### src/pkg/roc_pkg.sv
// Purpose: constants and types for the relay output conditioner
// Assumes: 125 MHz system clock, millisecond timebase derived here
// Notes: source code 0 means unassigned
package roc_pkg;
    // clock and millisecond timebase
    localparam int CLK_HZ = 125_000_000;
    localparam int MS_UNIT = 1;
    localparam int CYC_PER_MS = CLK_HZ / 1000 * MS_UNIT;
    localparam int PRE_W = 17;
    // delay limits in milliseconds
    localparam int ON_DELAY_MAX_MS = 60000;
    localparam int HOLD_MAX_MS = 9999;
    localparam int TIME_W = 16;
    // register offsets
    localparam logic [3:0] ADDR_SRC = 4'h0;
    localparam logic [3:0] ADDR_ON_DELAY = 4'h1;
    localparam logic [3:0] ADDR_HOLD = 4'h2;
    localparam logic [3:0] ADDR_CTRL = 4'h3;
    localparam logic [3:0] ADDR_WORD = 4'h4;
    localparam logic [3:0] ADDR_STAT = 4'h5;
    // field positions in control register
    localparam int CTRL_POL_LOW_BIT = 0;
    localparam int CTRL_FALLBACK_BIT = 1;
    localparam int CTRL_WBIT_LSB = 4;
    // source codes and reset values
    localparam int SRC_W = 6;
    localparam logic [5:0] SRC_NONE = 6'h00;
    localparam logic [5:0] SRC_FAULT_FREE = 6'h01;
    localparam logic [5:0] SRC_RST = SRC_FAULT_FREE;
    localparam logic [15:0] TIME_RST = 16'h0000;
    localparam logic [15:0] WORD_RST = 16'h0000;
    // register bus request
    typedef struct packed {
        logic [3:0] addr;
        logic [31:0] wdata;
        logic wr;
        logic rd;
    } roc_bus_req_t;
endpackage : roc_pkg

### src/design/roc_relay.sv
// Purpose: conditions one relay output from a status source or a word bit
// Assumes: status inputs and error flag come from logic on i_sys_clk
// Notes: registers on a plain strobe port, read data one cycle later
//
// What this block does
// - The relay follows one selectable status, fault-free status by default.
// - Unassigned, the relay follows a word bit and holds on error by default.
// - Activation waits an on-delay of 0 to 60000 ms, default 0, after true.
// - With fault-free source the on-delay is treated as zero.
// - High polarity drives 1 while true, low drives 0; high is default.
// - With fault-free source polarity is forced high and writes rejected.
// - Release waits a hold of 0 to 9999 ms, default 0, after false.
// - With fault-free source the hold time is treated as zero.
// - With fallback on, the word bit drives the relay, forced off on error.
// - Fallback reads disabled whenever a source is assigned; default off.
// - On error the delay, hold and polarity processing stays applied.
// - With fallback off the relay follows its source and holds on error, except with fault-free source.
//
// Chosen here: the placing of the registers and the strobed register port.
`timescale 1ns/10ps
module roc_relay #(
    parameter int N_SRC = 63 // number of status sources besides none
) (
    input wire logic i_sys_clk, // system clock
    input wire logic i_reset_n, // synchronous reset, active low
    input wire logic [62:0] i_status, // status bit k is source code k+1
    input wire logic i_error, // error detected, incl. comm loss
    input wire roc_pkg::roc_bus_req_t i_bus, // register request
    output logic [31:0] o_rdata, // read data, cycle after strobe
    output logic o_relay // relay coil drive
);
    // refuse a source count that the status bus cannot serve
    if (N_SRC < 1 || N_SRC > 63) begin : g_bad_n_src
        $error("N_SRC out of range");
    end

    logic [5:0] src_ff;
    logic [15:0] on_delay_ff;
    logic [15:0] hold_ff;
    logic pol_low_ff;
    logic fallback_ff;
    logic [3:0] wbit_ff;
    logic [15:0] word_ff;
    logic [16:0] pre_ff;
    logic ms_tick_ff;
    logic [15:0] tmr_ff;
    logic state_ff;
    logic err_ff;
    logic relay_ff;
    logic [31:0] rdata_ff;
    logic ff_src;
    logic src_val;
    logic eff_fb;
    logic cur_in;
    logic wr_src, wr_on, wr_hold, wr_ctrl, wr_word;
    logic src_wr_ok;

    assign ff_src = (src_ff == roc_pkg::SRC_FAULT_FREE);
    // fallback only exists while unassigned
    assign eff_fb = fallback_ff && (src_ff == roc_pkg::SRC_NONE);

    // register write decode
    assign wr_src = i_bus.wr && i_bus.addr == roc_pkg::ADDR_SRC;
    assign wr_on = i_bus.wr && i_bus.addr == roc_pkg::ADDR_ON_DELAY;
    assign wr_hold = i_bus.wr && i_bus.addr == roc_pkg::ADDR_HOLD;
    assign wr_ctrl = i_bus.wr && i_bus.addr == roc_pkg::ADDR_CTRL;
    assign wr_word = i_bus.wr && i_bus.addr == roc_pkg::ADDR_WORD;

    // a source write past the last status code is refused whole, so
    // stray upper bits cannot alias onto a valid code
    assign src_wr_ok = wr_src && i_bus.wdata <= 32'(N_SRC);

    // source selection register
    always_ff @(posedge i_sys_clk) begin
        if (!i_reset_n) begin
            src_ff <= roc_pkg::SRC_RST;
        end else if (src_wr_ok) begin
            src_ff <= i_bus.wdata[5:0];
        end
    end

    // delay and hold registers, out-of-range writes clamp to limit
    always_ff @(posedge i_sys_clk) begin
        if (!i_reset_n) begin
            on_delay_ff <= roc_pkg::TIME_RST;
            hold_ff <= roc_pkg::TIME_RST;
        end else begin
            if (wr_on) begin
                on_delay_ff <= (i_bus.wdata > 32'(roc_pkg::ON_DELAY_MAX_MS))
                    ? 16'(roc_pkg::ON_DELAY_MAX_MS) : i_bus.wdata[15:0];
            end
            if (wr_hold) begin
                hold_ff <= (i_bus.wdata > 32'(roc_pkg::HOLD_MAX_MS))
                    ? 16'(roc_pkg::HOLD_MAX_MS) : i_bus.wdata[15:0];
            end
        end
    end

    // control register: polarity, fallback, word bit index
    always_ff @(posedge i_sys_clk) begin
        if (!i_reset_n) begin
            pol_low_ff <= 1'b0;
            fallback_ff <= 1'b0;
            wbit_ff <= 4'h0;
        end else begin
            if (wr_ctrl) begin
                fallback_ff <= i_bus.wdata[roc_pkg::CTRL_FALLBACK_BIT];
                wbit_ff <= i_bus.wdata[roc_pkg::CTRL_WBIT_LSB +: 4];
            end
            // a fault-free selection clears low polarity in the same edge
            if (ff_src || (src_wr_ok && i_bus.wdata[5:0] ==
                           roc_pkg::SRC_FAULT_FREE)) begin
                pol_low_ff <= 1'b0;
            end else if (wr_ctrl) begin
                pol_low_ff <= i_bus.wdata[roc_pkg::CTRL_POL_LOW_BIT];
            end
        end
    end

    // remote logic output word
    always_ff @(posedge i_sys_clk) begin
        if (!i_reset_n) begin
            word_ff <= roc_pkg::WORD_RST;
        end else if (wr_word) begin
            word_ff <= i_bus.wdata[15:0];
        end
    end

    // read data, valid only the cycle after the strobe
    always_ff @(posedge i_sys_clk) begin
        if (!i_reset_n) begin
            rdata_ff <= 32'h0000_0000;
        end else if (i_bus.rd) begin
            case (i_bus.addr)
                roc_pkg::ADDR_SRC: rdata_ff <= {26'h0, src_ff};
                roc_pkg::ADDR_ON_DELAY: rdata_ff <= {16'h0, on_delay_ff};
                roc_pkg::ADDR_HOLD: rdata_ff <= {16'h0, hold_ff};
                roc_pkg::ADDR_CTRL: rdata_ff <= {24'h0, wbit_ff, 2'b00,
                                                 eff_fb, pol_low_ff};
                roc_pkg::ADDR_WORD: rdata_ff <= {16'h0, word_ff};
                roc_pkg::ADDR_STAT: rdata_ff <= {29'h0, err_ff, state_ff,
                                                 relay_ff};
                default: rdata_ff <= 32'h0000_0000;
            endcase
        end else begin
            rdata_ff <= 32'h0000_0000;
        end
    end

    // millisecond timebase, free running: the first tick after a change
    // may come at any point, so each wait is D-1 to D ms long
    always_ff @(posedge i_sys_clk) begin
        if (!i_reset_n) begin
            pre_ff <= 17'h0_0000;
            ms_tick_ff <= 1'b0;
        end else if (pre_ff == 17'(roc_pkg::CYC_PER_MS - 1)) begin
            pre_ff <= 17'h0_0000;
            ms_tick_ff <= 1'b1;
        end else begin
            pre_ff <= pre_ff + 17'h0_0001;
            ms_tick_ff <= 1'b0;
        end
    end

    // raw source: assigned status or word bit
    always_comb begin
        if (src_ff == roc_pkg::SRC_NONE) begin
            src_val = word_ff[wbit_ff];
        end else begin
            src_val = i_status[src_ff - 6'h01];
        end
    end

    // error: fallback forces off, else hold the current state unless fault-free
    always_ff @(posedge i_sys_clk) begin
        if (!i_reset_n) begin
            err_ff <= 1'b0;
        end else begin
            err_ff <= i_error;
        end
    end

    // fault-free source already reflects the error itself
    always_comb begin
        if (eff_fb && i_error) begin
            cur_in = 1'b0;
        end else if (i_error && !ff_src) begin
            cur_in = state_ff;
        end else begin
            cur_in = src_val;
        end
    end

    // on-delay and hold timer, processing kept during error
    // the timer clears as the state switches once it reaches its limit, so it cannot wrap
    always_ff @(posedge i_sys_clk) begin
        if (!i_reset_n) begin
            state_ff <= 1'b0;
            tmr_ff <= 16'h0000;
        end else if (cur_in == state_ff) begin
            tmr_ff <= 16'h0000; // revert keeps state, timer restarts
        end else if (ff_src) begin
            state_ff <= cur_in;
            tmr_ff <= 16'h0000;
        end else if (cur_in && tmr_ff >= on_delay_ff) begin
            state_ff <= 1'b1;
            tmr_ff <= 16'h0000;
        end else if (!cur_in && tmr_ff >= hold_ff) begin
            state_ff <= 1'b0;
            tmr_ff <= 16'h0000;
        end else if (ms_tick_ff) begin
            tmr_ff <= tmr_ff + 16'h0001;
        end
    end

    // polarity applied last
    always_ff @(posedge i_sys_clk) begin
        if (!i_reset_n) begin
            relay_ff <= 1'b0;
        end else begin
            relay_ff <= state_ff ^ pol_low_ff;
        end
    end

    assign o_rdata = rdata_ff;
    assign o_relay = relay_ff;
endmodule : roc_relay

### config.mk
export PLATFORM = sky130hd
export DESIGN_NAME = roc_relay
export DESIGN_NICKNAME = d
export VERILOG_FILES = /design/src/pkg/roc_pkg.sv /design/src/design/roc_relay.sv
export SDC_FILE = /design/constraint.sdc
export NUM_CORES = 1
export LEC_CHECK = 0
export BUFFER_PORTS_ARGS = -buffer_cell sky130_fd_sc_hd__buf_2
export CORE_MARGIN = 2
export CORE_UTILIZATION = 50
export DETAILED_ROUTE_END_ITERATION = 6
export GPL_TIMING_DRIVEN = 0
export PLACE_DENSITY = 0.77
export SYNTH_ARGS = -nofsm -noshare
export SYNTH_HDL_FRONTEND = slang
export SYNTH_SLANG_ARGS = --single-unit
### constraint.sdc
create_clock -name i_sys_clk -period 3.25 [get_ports i_sys_clk]
set_input_delay 0.65 -clock i_sys_clk [delete_from_list [all_inputs] [get_ports i_sys_clk]]
set_output_delay 0.65 -clock i_sys_clk [all_outputs]
set_load 0.03 [all_outputs]
Word-level counts from Yosys, hierarchy flattened --
Index checks and enable logic that the tools add are counted.
Storage, ports and cells: register bits after elaboration 129, bits of input ports 104, output and inout port bits 33, logic and storage cells 73
Operators by class: add/subtract/negate cells 3, magnitude comparators 7, equality and inequality tests 9, multiplexer cells 14, bitwise operators 3, reduce and logical (&&, ||, !) cells 23
Operator list (number):
- $pmux 16 s6 | 1
- $ge 16x16->1 | 2
- $gt 32x14->1 const B | 1
- $gt 32x16->1 const B | 1
- $le 32x6->1 const B | 1
- $mux 16 | 2
- $add 17x1->17 const B | 1
- $eq 17x17->1 const B | 1
- $add 16x1->16 const B | 1
- $eq 6x1->1 const B | 2
- $logic_and 1x1->1 | 12
- $mux 1 | 9
- $eq 4x2->1 const B | 2
- $eq 4x3->1 const B | 2
- $lt 6x7->1 const B | 1
- $bmux 1 s6 | 1
- $logic_not 6->1 | 1
- $sub 6x1->6 const B | 1
- $lt 4x5->1 const B | 1
- $reduce_or 5->1 | 1
- $bmux 1 s4 | 1
- $eq 4x1->1 const B | 1
- $logic_not 4->1 | 1
- $reduce_and 2->1 | 2
- other kinds (7) | 10

Depth between registers and ports, before layout --
Gate-level depths: netlist of the first run.
depth in word-level cells 11, mapped depth 15, gate-level depth less buffers 10

Worst setup path before layout of the first run --
Ideal clock, no wire load.
path kind reg2reg, start point register src_ff[0], end point register tmr_ff[0], setup time 0.112 ns, arrival time 3.190 ns, data required time 3.138 ns, setup slack -0.053 ns, cell stages (with the launch flop) 14, path buffers 3, period minus slack after synthesis 3.303 ns, path through dfxtp_1 -> buf_4 -> buf_2 -> inv_1 -> ha_1 -> xor2_1 -> mux4_2 -> mux2i_1 -> nor3_1 -> a211o_1 -> and3_4 -> a22oi_4 -> buf_6 -> nor2_1
On the way: longest elaborated chain between the ends 9
Ends and longest elaborated chain:
- start, declared | line roc_relay.sv:37 | logic [5:0] src_ff;
- start signal, assigned | line roc_relay.sv:76 | src_ff <= roc_pkg::SRC_RST;
- start signal, assigned | line roc_relay.sv:78 | src_ff <= i_bus.wdata[5:0];
- $sub 6x1->6 | line roc_relay.sv:170 | src_val = i_status[src_ff - 6'h01];
- $bmux 1 s6 | line roc_relay.sv:170
- $mux 1 (not written as such) | line roc_relay.sv:170
- $mux 1 | line roc_relay.sv:167 | if (src_ff == roc_pkg::SRC_NONE) begin
- $mux 1 | line roc_relay.sv:187 | end else if (i_error && !ff_src) begin
- $mux 1 | line roc_relay.sv:185 | if (eff_fb && i_error) begin
- $logic_not 1->1 | line roc_relay.sv:208 | end else if (!cur_in && tmr_ff >= hold_ff) begin
- $logic_and 1x1->1 | line roc_relay.sv:208
- $reduce_or 5->1 (no source line) *
- end signal, assigned | line roc_relay.sv:212 | tmr_ff <= tmr_ff + 16'h0001;
- end, declared | line roc_relay.sv:46 | logic [15:0] tmr_ff;
Mark *: on every way between the ends. The rest lies on a longest branch, timed or not. The select of a mux whose other input is x is not followed. A chain may end at the register's enable or synchronous reset.

Final worst setup path of the first run --
Same ends and word-level chain as after synthesis.

==> impl_metrics.json, run 1 <==
{
  "fmax_mhz": 325,
  "grt_pass1_vias": 5956,
  "gp_congestion": 0.902,
  "clk_latency_ns": 0.41,
  "final_common_cell": "buf_2",
  "layout_common_cells": "117 x buf_2, 112 x dfxtp_1, 90 x nand2_1",
  "nNetsFinal": 1011,
  "max_slew_margin_pct": 19.2,
  "firstDrtPassIters": 5,
  "initial_utilization_pct": 51.1,
  "rsz0062_at_grt": "false",
  "dieHeight_um": 117,
  "worst_pin_slew_ns": 1.20,
  "avgSynthCellArea_um2": 8.98,
  "netlist_instances": 715,
  "drt_wl_total_um": 18100,
  "r2r_end": "tmr_ff[0]",
  "reg2reg_depth": 11,
  "total_power_uw": 3680,
  "cp_data_required_time_ns": 3.56,
  "io_buffers": 117,
  "grt_pass1_wl_um": 29300,
  "synth_compound_area_share_pct": 16.2,
  "path_buf_inv": 4,
  "muxShareOfSynthArea_pct": 10.3,
  "status": "finished, final reports clean",
  "crit_path_end_kind": "register",
  "ys_warn_count": 0,
  "hold_violations": 0,
  "drive_gt1_share_pct": 24.9,
  "synth-simple-area-share_pct": 19.8,
  "tritoncts": "done",
  "vias_per_cell": 5.73,
  "hold_depth": 1,
  "worst_path_most_repeated_cell": "buf_6",
  "io_pins": 137,
  "crit_path_start_kind": "register",
  "synth_top_family_by_area": "simple AND/OR/NAND/NOR gates",
  "power_density_nw_per_um2": 459,
  "cp_data_arrival_time_ns": 3.38,
  "critPathTopFamily": "multiplexers",
  "hold_ws_ns": 0.454,
  "power.leakage_uw": 0.00330,
  "skew_ns": 0.00567,
  "grtUsageTotal_pct": 26.2,
  "die_area_um2": 13800,
  "dp.final_hpwl_um": 13200,
  "clk_pin_slew_ns": 0.06,
  "n_fill_cell": 1079,
  "synth_cell_types": 61,
  "cts.root.buffer_cell": "clkbuf_16",
  "path_cells": "buf_6 > inv_1 > ha_2 > buf_4 > mux4_4 > mux4_2 > a211o_1 > and3_4 > a22oi_4 > buf_6 > nor2_1",
  "remaining_drc_errors": 0,
  "vdd_drop_max_v": 0.000279,
  "critPathMaxFanout": 11,
  "cts_hold_buf": 0,
  "grtUsageMet2_pct": 45.6,
  "post-route-period-util_pct": 94.6,
  "coreArea_um2": 12600,
  "dieWidth_um": 117,
  "drtAntennaViolNets": 0,
  "first_iter_violations": 560,
  "grtUsageMet1_pct": 31.4,
  "numCtsBuffers": 17,
  "grt_max_degree": 17,
  "fin_area_um2": 8010,
  "synthFlopType": "dfxtp_1",
  "max-clock-path-buffers": 2,
  "hp-class": "register to register",
  "synth-xor-area-share_pct": 4.64,
  "place_area_um2": 7290,
  "slowest_delay_ns": 0.50,
  "synth-edff-count": 0,
  "fin_crit_ns": 3.07,
  "critical_path_class": "register to register",
  "r2r_slack_ns": 0.18,
  "rows": 41,
  "busiest_layer": "met2",
  "finalSetupTns_ns": 0,
  "cap_violations": 0,
  "antenna_found_initial": 0,
  "worstReg2RegStart": "src_ff[0]",
  "cts_sinks": 113,
  "holdPathEnd": "pre_ff[0]",
  "gr-total-overflow": 0,
  "synth_adder_area_share_pct": 7.02,
  "use_met3_pct": 6.03,
  "vias": 6044,
  "critPathSlowestCell": "mux4_2",
  "ys_seq_area_share_pct": 35.2,
  "syn2layout_area_growth_pct": 24.7,
  "synth-seq-cells": 113,
  "min_from": "pre_ff[0]",
  "async_flop_share_pct": 0,
  "diodes": 0,
  "setup_violations": 0,
  "mappedNetlistArea_um2": 6420,
  "wire_per_inst_um": 17.1,
  "htree_num_levels": 4,
  "slew_violations": 0
}
flip-flops by register name, summed over array words and instances (netlist names):
name,flops
tmr_ff,16
on_delay_ff,16
err_ff,1
pre_ff,17
src_ff,6
o_rdata,16
state_ff,1
word_ff,16
o_relay,1
fallback_ff,1
hold_ff,16
pol_low_ff,1
ms_tick_ff,1
wbit_ff,4
how the worst max path moves through the flow:
stage	start	cells after the start	endpoint
3_5_place_dp	src_ff[0]	13	tmr_ff[15]
6_report	src_ff[0]	11	tmr_ff[0]
3_3_place_gp	src_ff[0]	13	tmr_ff[15]
4_1_cts	src_ff[0]	12	tmr_ff[15]
2_1_floorplan	src_ff[0]	12	tmr_ff[0]
5_1_grt	src_ff[0]	11	tmr_ff[14]
per-stage QoR:
| stage | utilization [%] | setup WS, ns | cells |
|---|---|---|---|
| final | 63.7 | 0.177 | 1055 |
| after global placement | 58.0 | -0.418 | 1019 |
| after CTS | 63.4 | 0.0727 | 1053 |
| after detailed placement | 58.0 | -0.449 | 1019 |
| after global routing | 63.7 | 0.0438 | 1055 |
| after floorplan | - | 0.0307 | 730 |
worst reg2reg max path, cell delays in order, from the launching register on:
cell     delay (ns)
dfxtp_2        0.35
buf_6          0.17
inv_1          0.08
ha_2           0.31
buf_4          0.17
mux4_4         0.42
mux4_2         0.50
a211o_1        0.33
and3_4         0.17
a22oi_4        0.26
buf_6          0.17
nor2_1         0.05
power breakdown:
group / switching, uW / total [uW] / internal (uW)
Clock: 658 / 1990 / 1330
Sequential: 11.2 / 1410 / 1400
Combinational: 153 / 277 / 124
Total: 821 / 3680 / 2860
final cells by class:
type	instances	area [um2]	share of cell area [%]
Multi-Input combinational cell	526	3820	47.7
Sequential cell	113	2260	28.3
Timing Repair Buffer	123	638	7.97
Clock buffer	21	470	5.88
Buffer	50	292	3.64
Tap cell	172	215	2.69
Clock inverter	10	158	1.97
Inverter	40	150	1.88
kinds of logic after synthesis:
| family | after synthesis |
|---|---|
| multiplexers | 39 |
| buffers and inverters | 91 |
| AND/OR/NAND/NOR | 259 |
| AO/OA/AOI/OAI | 142 |
| flip-flops | 113 |
| XOR/XNOR | 34 |
| adder cells (fa/ha/maj) | 36 |
| other | 1 |
synthesized netlist by cell type, drive strengths merged, types with 10 or more instances:
master / number / area, um2
nor2b: 20 / 125
nand3: 16 / 80.1
buf: 22 / 171
and3: 10 / 67.6
inv: 40 / 150
nor2: 62 / 235
a22oi: 26 / 209
dfxtp: 113 / 2260
mux4: 21 / 475
a21o: 14 / 105
xor2: 14 / 123
nand4: 14 / 87.6
nor4: 10 / 62.6
a21boi: 23 / 173
nand2: 90 / 338
xnor2: 20 / 175
o21ai: 15 / 75.1
ha: 36 / 450
mux2i: 14 / 140
a21oi: 25 / 125
clkbuf: 29 / 109
per-layer routing:
metal	up-vias	part of all wire, %
met5	-	0
met4	0	2.7
met3	62	8.7
met2	312	48
met1	2826	40
li1	2844	-
repair_timing:
action,4_1_cts,5_1_grt
gates cloned,0,1
resized for setup,7,8
setup endpoints to repair,17,25
buffers inserted,3,2
pin swaps,2,1
(Power assumes the default switching activity.)
==> inputs of run 2 (changes only) <==
Settings changed: ABC_AREA set to 1, CORE_UTILIZATION 50 to 51, PLACE_DENSITY 0.77 to 0.78.
==> run 2 against run 1 <==
Compared with the run above: die area grew 4.8%; via count grew 18%; non-clock buffer count fell by 7; clock-buffer cell count is 2 lower; clock skew increased by 0.0050 ns; power fell by 0.92%; final cell count is 28% higher; sequential power about the same; combinational power up 12%; core utilization shrank 0.36 points; maximum frequency increased by 5.9%.
==> impl_metrics.json, run 2 <==
{
  "critPathSlowestCell": "dfxtp_1",
  "wire_per_inst_um": 14.7,
  "finalSetupTns_ns": 0,
  "drive_gt1_share_pct": 18.0,
  "gr-total-overflow": 0,
  "diodes": 0,
  "grt_pass1_vias": 6694,
  "initial_utilization_pct": 52.1,
  "syn2layout_area_growth_pct": 21.6,
  "top_layer_used": "met4",
  "cap_violations": 0,
  "dieWidth_um": 120,
  "layout_common_cells": "186 x nand2_1, 172 x inv_1, 124 x buf_2",
  "critPathMaxFanout": 10,
  "grt_max_degree": 17,
  "synth-seq-cells": 113,
  "p_int_uw": 2740,
  "clockPowerShare_pct": 52.6,
  "synth.most_common_cell": "nand2_1",
  "n_fill_cell": 1183,
  "worst_slack_ns": 0.348,
  "p_seq_share_pct": 38.9,
  "fin_crit_ns": 2.90,
  "hold_depth": 1,
  "critical_path_class": "register to register",
  "hp-class": "register to register",
  "path_cells": "buf_6 > inv_4 > buf_6 > ha_1 > buf_2 > inv_2 > buf_4 > nand3_1 > nand2_1 > nand2_1 > nand3_1 > nand3_1 > nand3_1 > nand3_2 > nand3_2 > nand2_2 > nand2_1 > inv_2 > nor2_4 > nand2_4 > buf_12 > nor2_4",
  "gp_congestion": 0.966,
  "ys_warn_count": 0,
  "dieHeight_um": 120,
  "ys_seq_area_share_pct": 32.9,
  "place_ws_ns": 0.347,
  "critPathTopFamily": "simple AND/OR/NAND/NOR gates",
  "cts.root.buffer_cell": "clkbuf_16",
  "yosys.area.top_type": "dfxtp_1",
  "synth-edff-count": 0,
  "status": "finished, final reports clean",
  "switching_share_pct": 24.7,
  "slowest_delay_ns": 0.35,
  "rsz0062_at_grt": "false",
  "firstDrtPassIters": 6,
  "r2r_slack_ns": 0.35,
  "io_buffers": 120,
  "clk_pin_slew_ns": 0.05,
  "vias_per_cell": 5.28,
  "reg2reg_depth": 22,
  "tritoncts": "done",
  "regMostFlops": "pre_ff",
  "worst_path_most_repeated_cell": "nand3_1",
  "netlist_top_cells_count": "186 x nand2_1, 172 x inv_1, 113 x dfxtp_1",
  "utilization_pct": 63.3,
  "slew_violations": 0,
  "antenna_found_initial": 0,
  "remaining_drc_errors": 0,
  "drtAntennaViolNets": 0,
  "post-route-period-util_pct": 89.3,
  "netlist_instances": 1003,
  "setup_violations": 0,
  "cp-endpoint": "tmr_ff[12]",
  "power.leakage_uw": 0.00396,
  "coreArea_um2": 13200,
  "path_depth": 22,
  "numCtsBuffers": 17,
  "p_switching_uw": 901,
  "synth_cell_types": 45,
  "die_area_um2": 14400,
  "nNetsFinal": 1297,
  "max_slew_margin_pct": 48.1,
  "drt_wl_total_um": 19800,
  "rows": 42,
  "avgSynthCellArea_um2": 6.85,
  "crit_path_end_kind": "register",
  "crit_path_start_kind": "register",
  "grtUsageTotal_pct": 28.2,
  "post-cts-setup-buffers": 0,
  "cp_data_required_time_ns": 3.61,
  "worstReg2RegStart": "src_ff[0]",
  "first_iter_violations": 702,
  "cts_hold_buf": 0,
  "hold_violations": 0,
  "largest_reg_flops": 17,
  "io_pins": 137,
  "power_frac_comb_pct": 8.5,
  "grt_pass1_wl_um": 32200,
  "vdd_drop_max_v": 0.000458,
  "htree_num_levels": 4,
  "async_flop_share_pct": 0,
  "max-clock-path-buffers": 2,
  "synth_area_leaders": "dfxtp_1 33%, nand2_1 10%, inv_1 9.4%, ha_1 6.6%, a21oi_1 5.9%",
  "synthFlopType": "dfxtp_1",
  "vias": 7108,
  "synth.top_cell.area_share_pct": 32.9,
  "dp.final_hpwl_um": 15100,
  "met1Wirelength_um": 8270,
  "path_buf_inv": 8,
  "worst_pin_slew_ns": 0.771,
  "wl_met3_um": 1860,
  "cp_data_arrival_time_ns": 3.26,
  "met2_length_um": 9150,
  "final_common_cell": "nand2_1",
  "skew_ns": 0.0107,
  "cts_sinks": 113,
  "clk_latency_ns": 0.42,
  "critPathLaunch": "src_ff[0]",
  "power_density_nw_per_um2": 436,
  "fmax_mhz": 345,
  "r2r_end": "tmr_ff[12]",
  "mappedNetlistArea_um2": 6870,
  "cts_resized": 0
}
==> run 2: power by group through the flow <==
stage                     Clock (uW)  Combinational (uW)  Sequential [uW]
final                           1920                 310             1420
after global routing            1990                 345             1420
after CTS                       1930                 304             1420
after detailed placement           0                 301             1440
after global placement             0                 298             1440
after floorplan                    0                 177             1440
==> run 2: per-stage QoR <==
step / hold WS, ns / area [um2] / power [uW] / std cells
floorplan: 0.418 / 6930 / 1620 / 1018
global placement: 0.432 / 7750 / 1740 / 1314
detailed placement: 0.435 / 7750 / 1750 / 1314
CTS: 0.448 / 8360 / 3650 / 1346
global route: 0.486 / 8360 / 3750 / 1346
finish: 0.444 / 8360 / 3640 / 1346
==> run 2: how the worst min path moves through the flow <==
stage | start | end | slack [ns]
after global placement | pre_ff[0] | pre_ff[0] | 0.43
after global routing | pre_ff[0] | pre_ff[0] | 0.49
final | pre_ff[0] | pre_ff[0] | 0.44
after CTS | pre_ff[0] | pre_ff[0] | 0.45
after detailed placement | pre_ff[0] | pre_ff[0] | 0.44
after floorplan | pre_ff[0] | pre_ff[0] | 0.42
==> run 2: area by class of cell <==
cell class	count	area, um2	share of cell area (%)
inverters	182	688	8.24
repair buffers	120	601	7.19
flip-flops and latches	113	2260	27.1
well taps	176	220	2.64
clock buffers	19	443	5.30
plain buffers	46	295	3.53
multi-input cells	677	3680	44.1
clock inverters	13	161	1.93
==> run 2: metal layers <==
layer  global-route usage, %  vias up
met3                    7.03       55
met1                    34.5     3150
met5                       0        -
li1                        -     3557
met2                    48.0      346
met4                    9.85        0
==> run 2: worst register-to-register path, delay by kind of cell, from the launching register on <==
family,cells,cell delay [ns]
buf+inv,8,1.05
simple gates,13,1.16
flops,1,0.35
fa+ha+maj,1,0.28
==> run 2: cell families after synthesis <==
group	Yosys count	share of synthesized area, %
buf+inv	228	14.3
simple gates	385	25.5
fa+ha+maj	36	6.55
xor+xnor	23	3.15
flops	113	32.9
mux	1	0.146
compound gates	216	17.3
other cells	1	0.0546
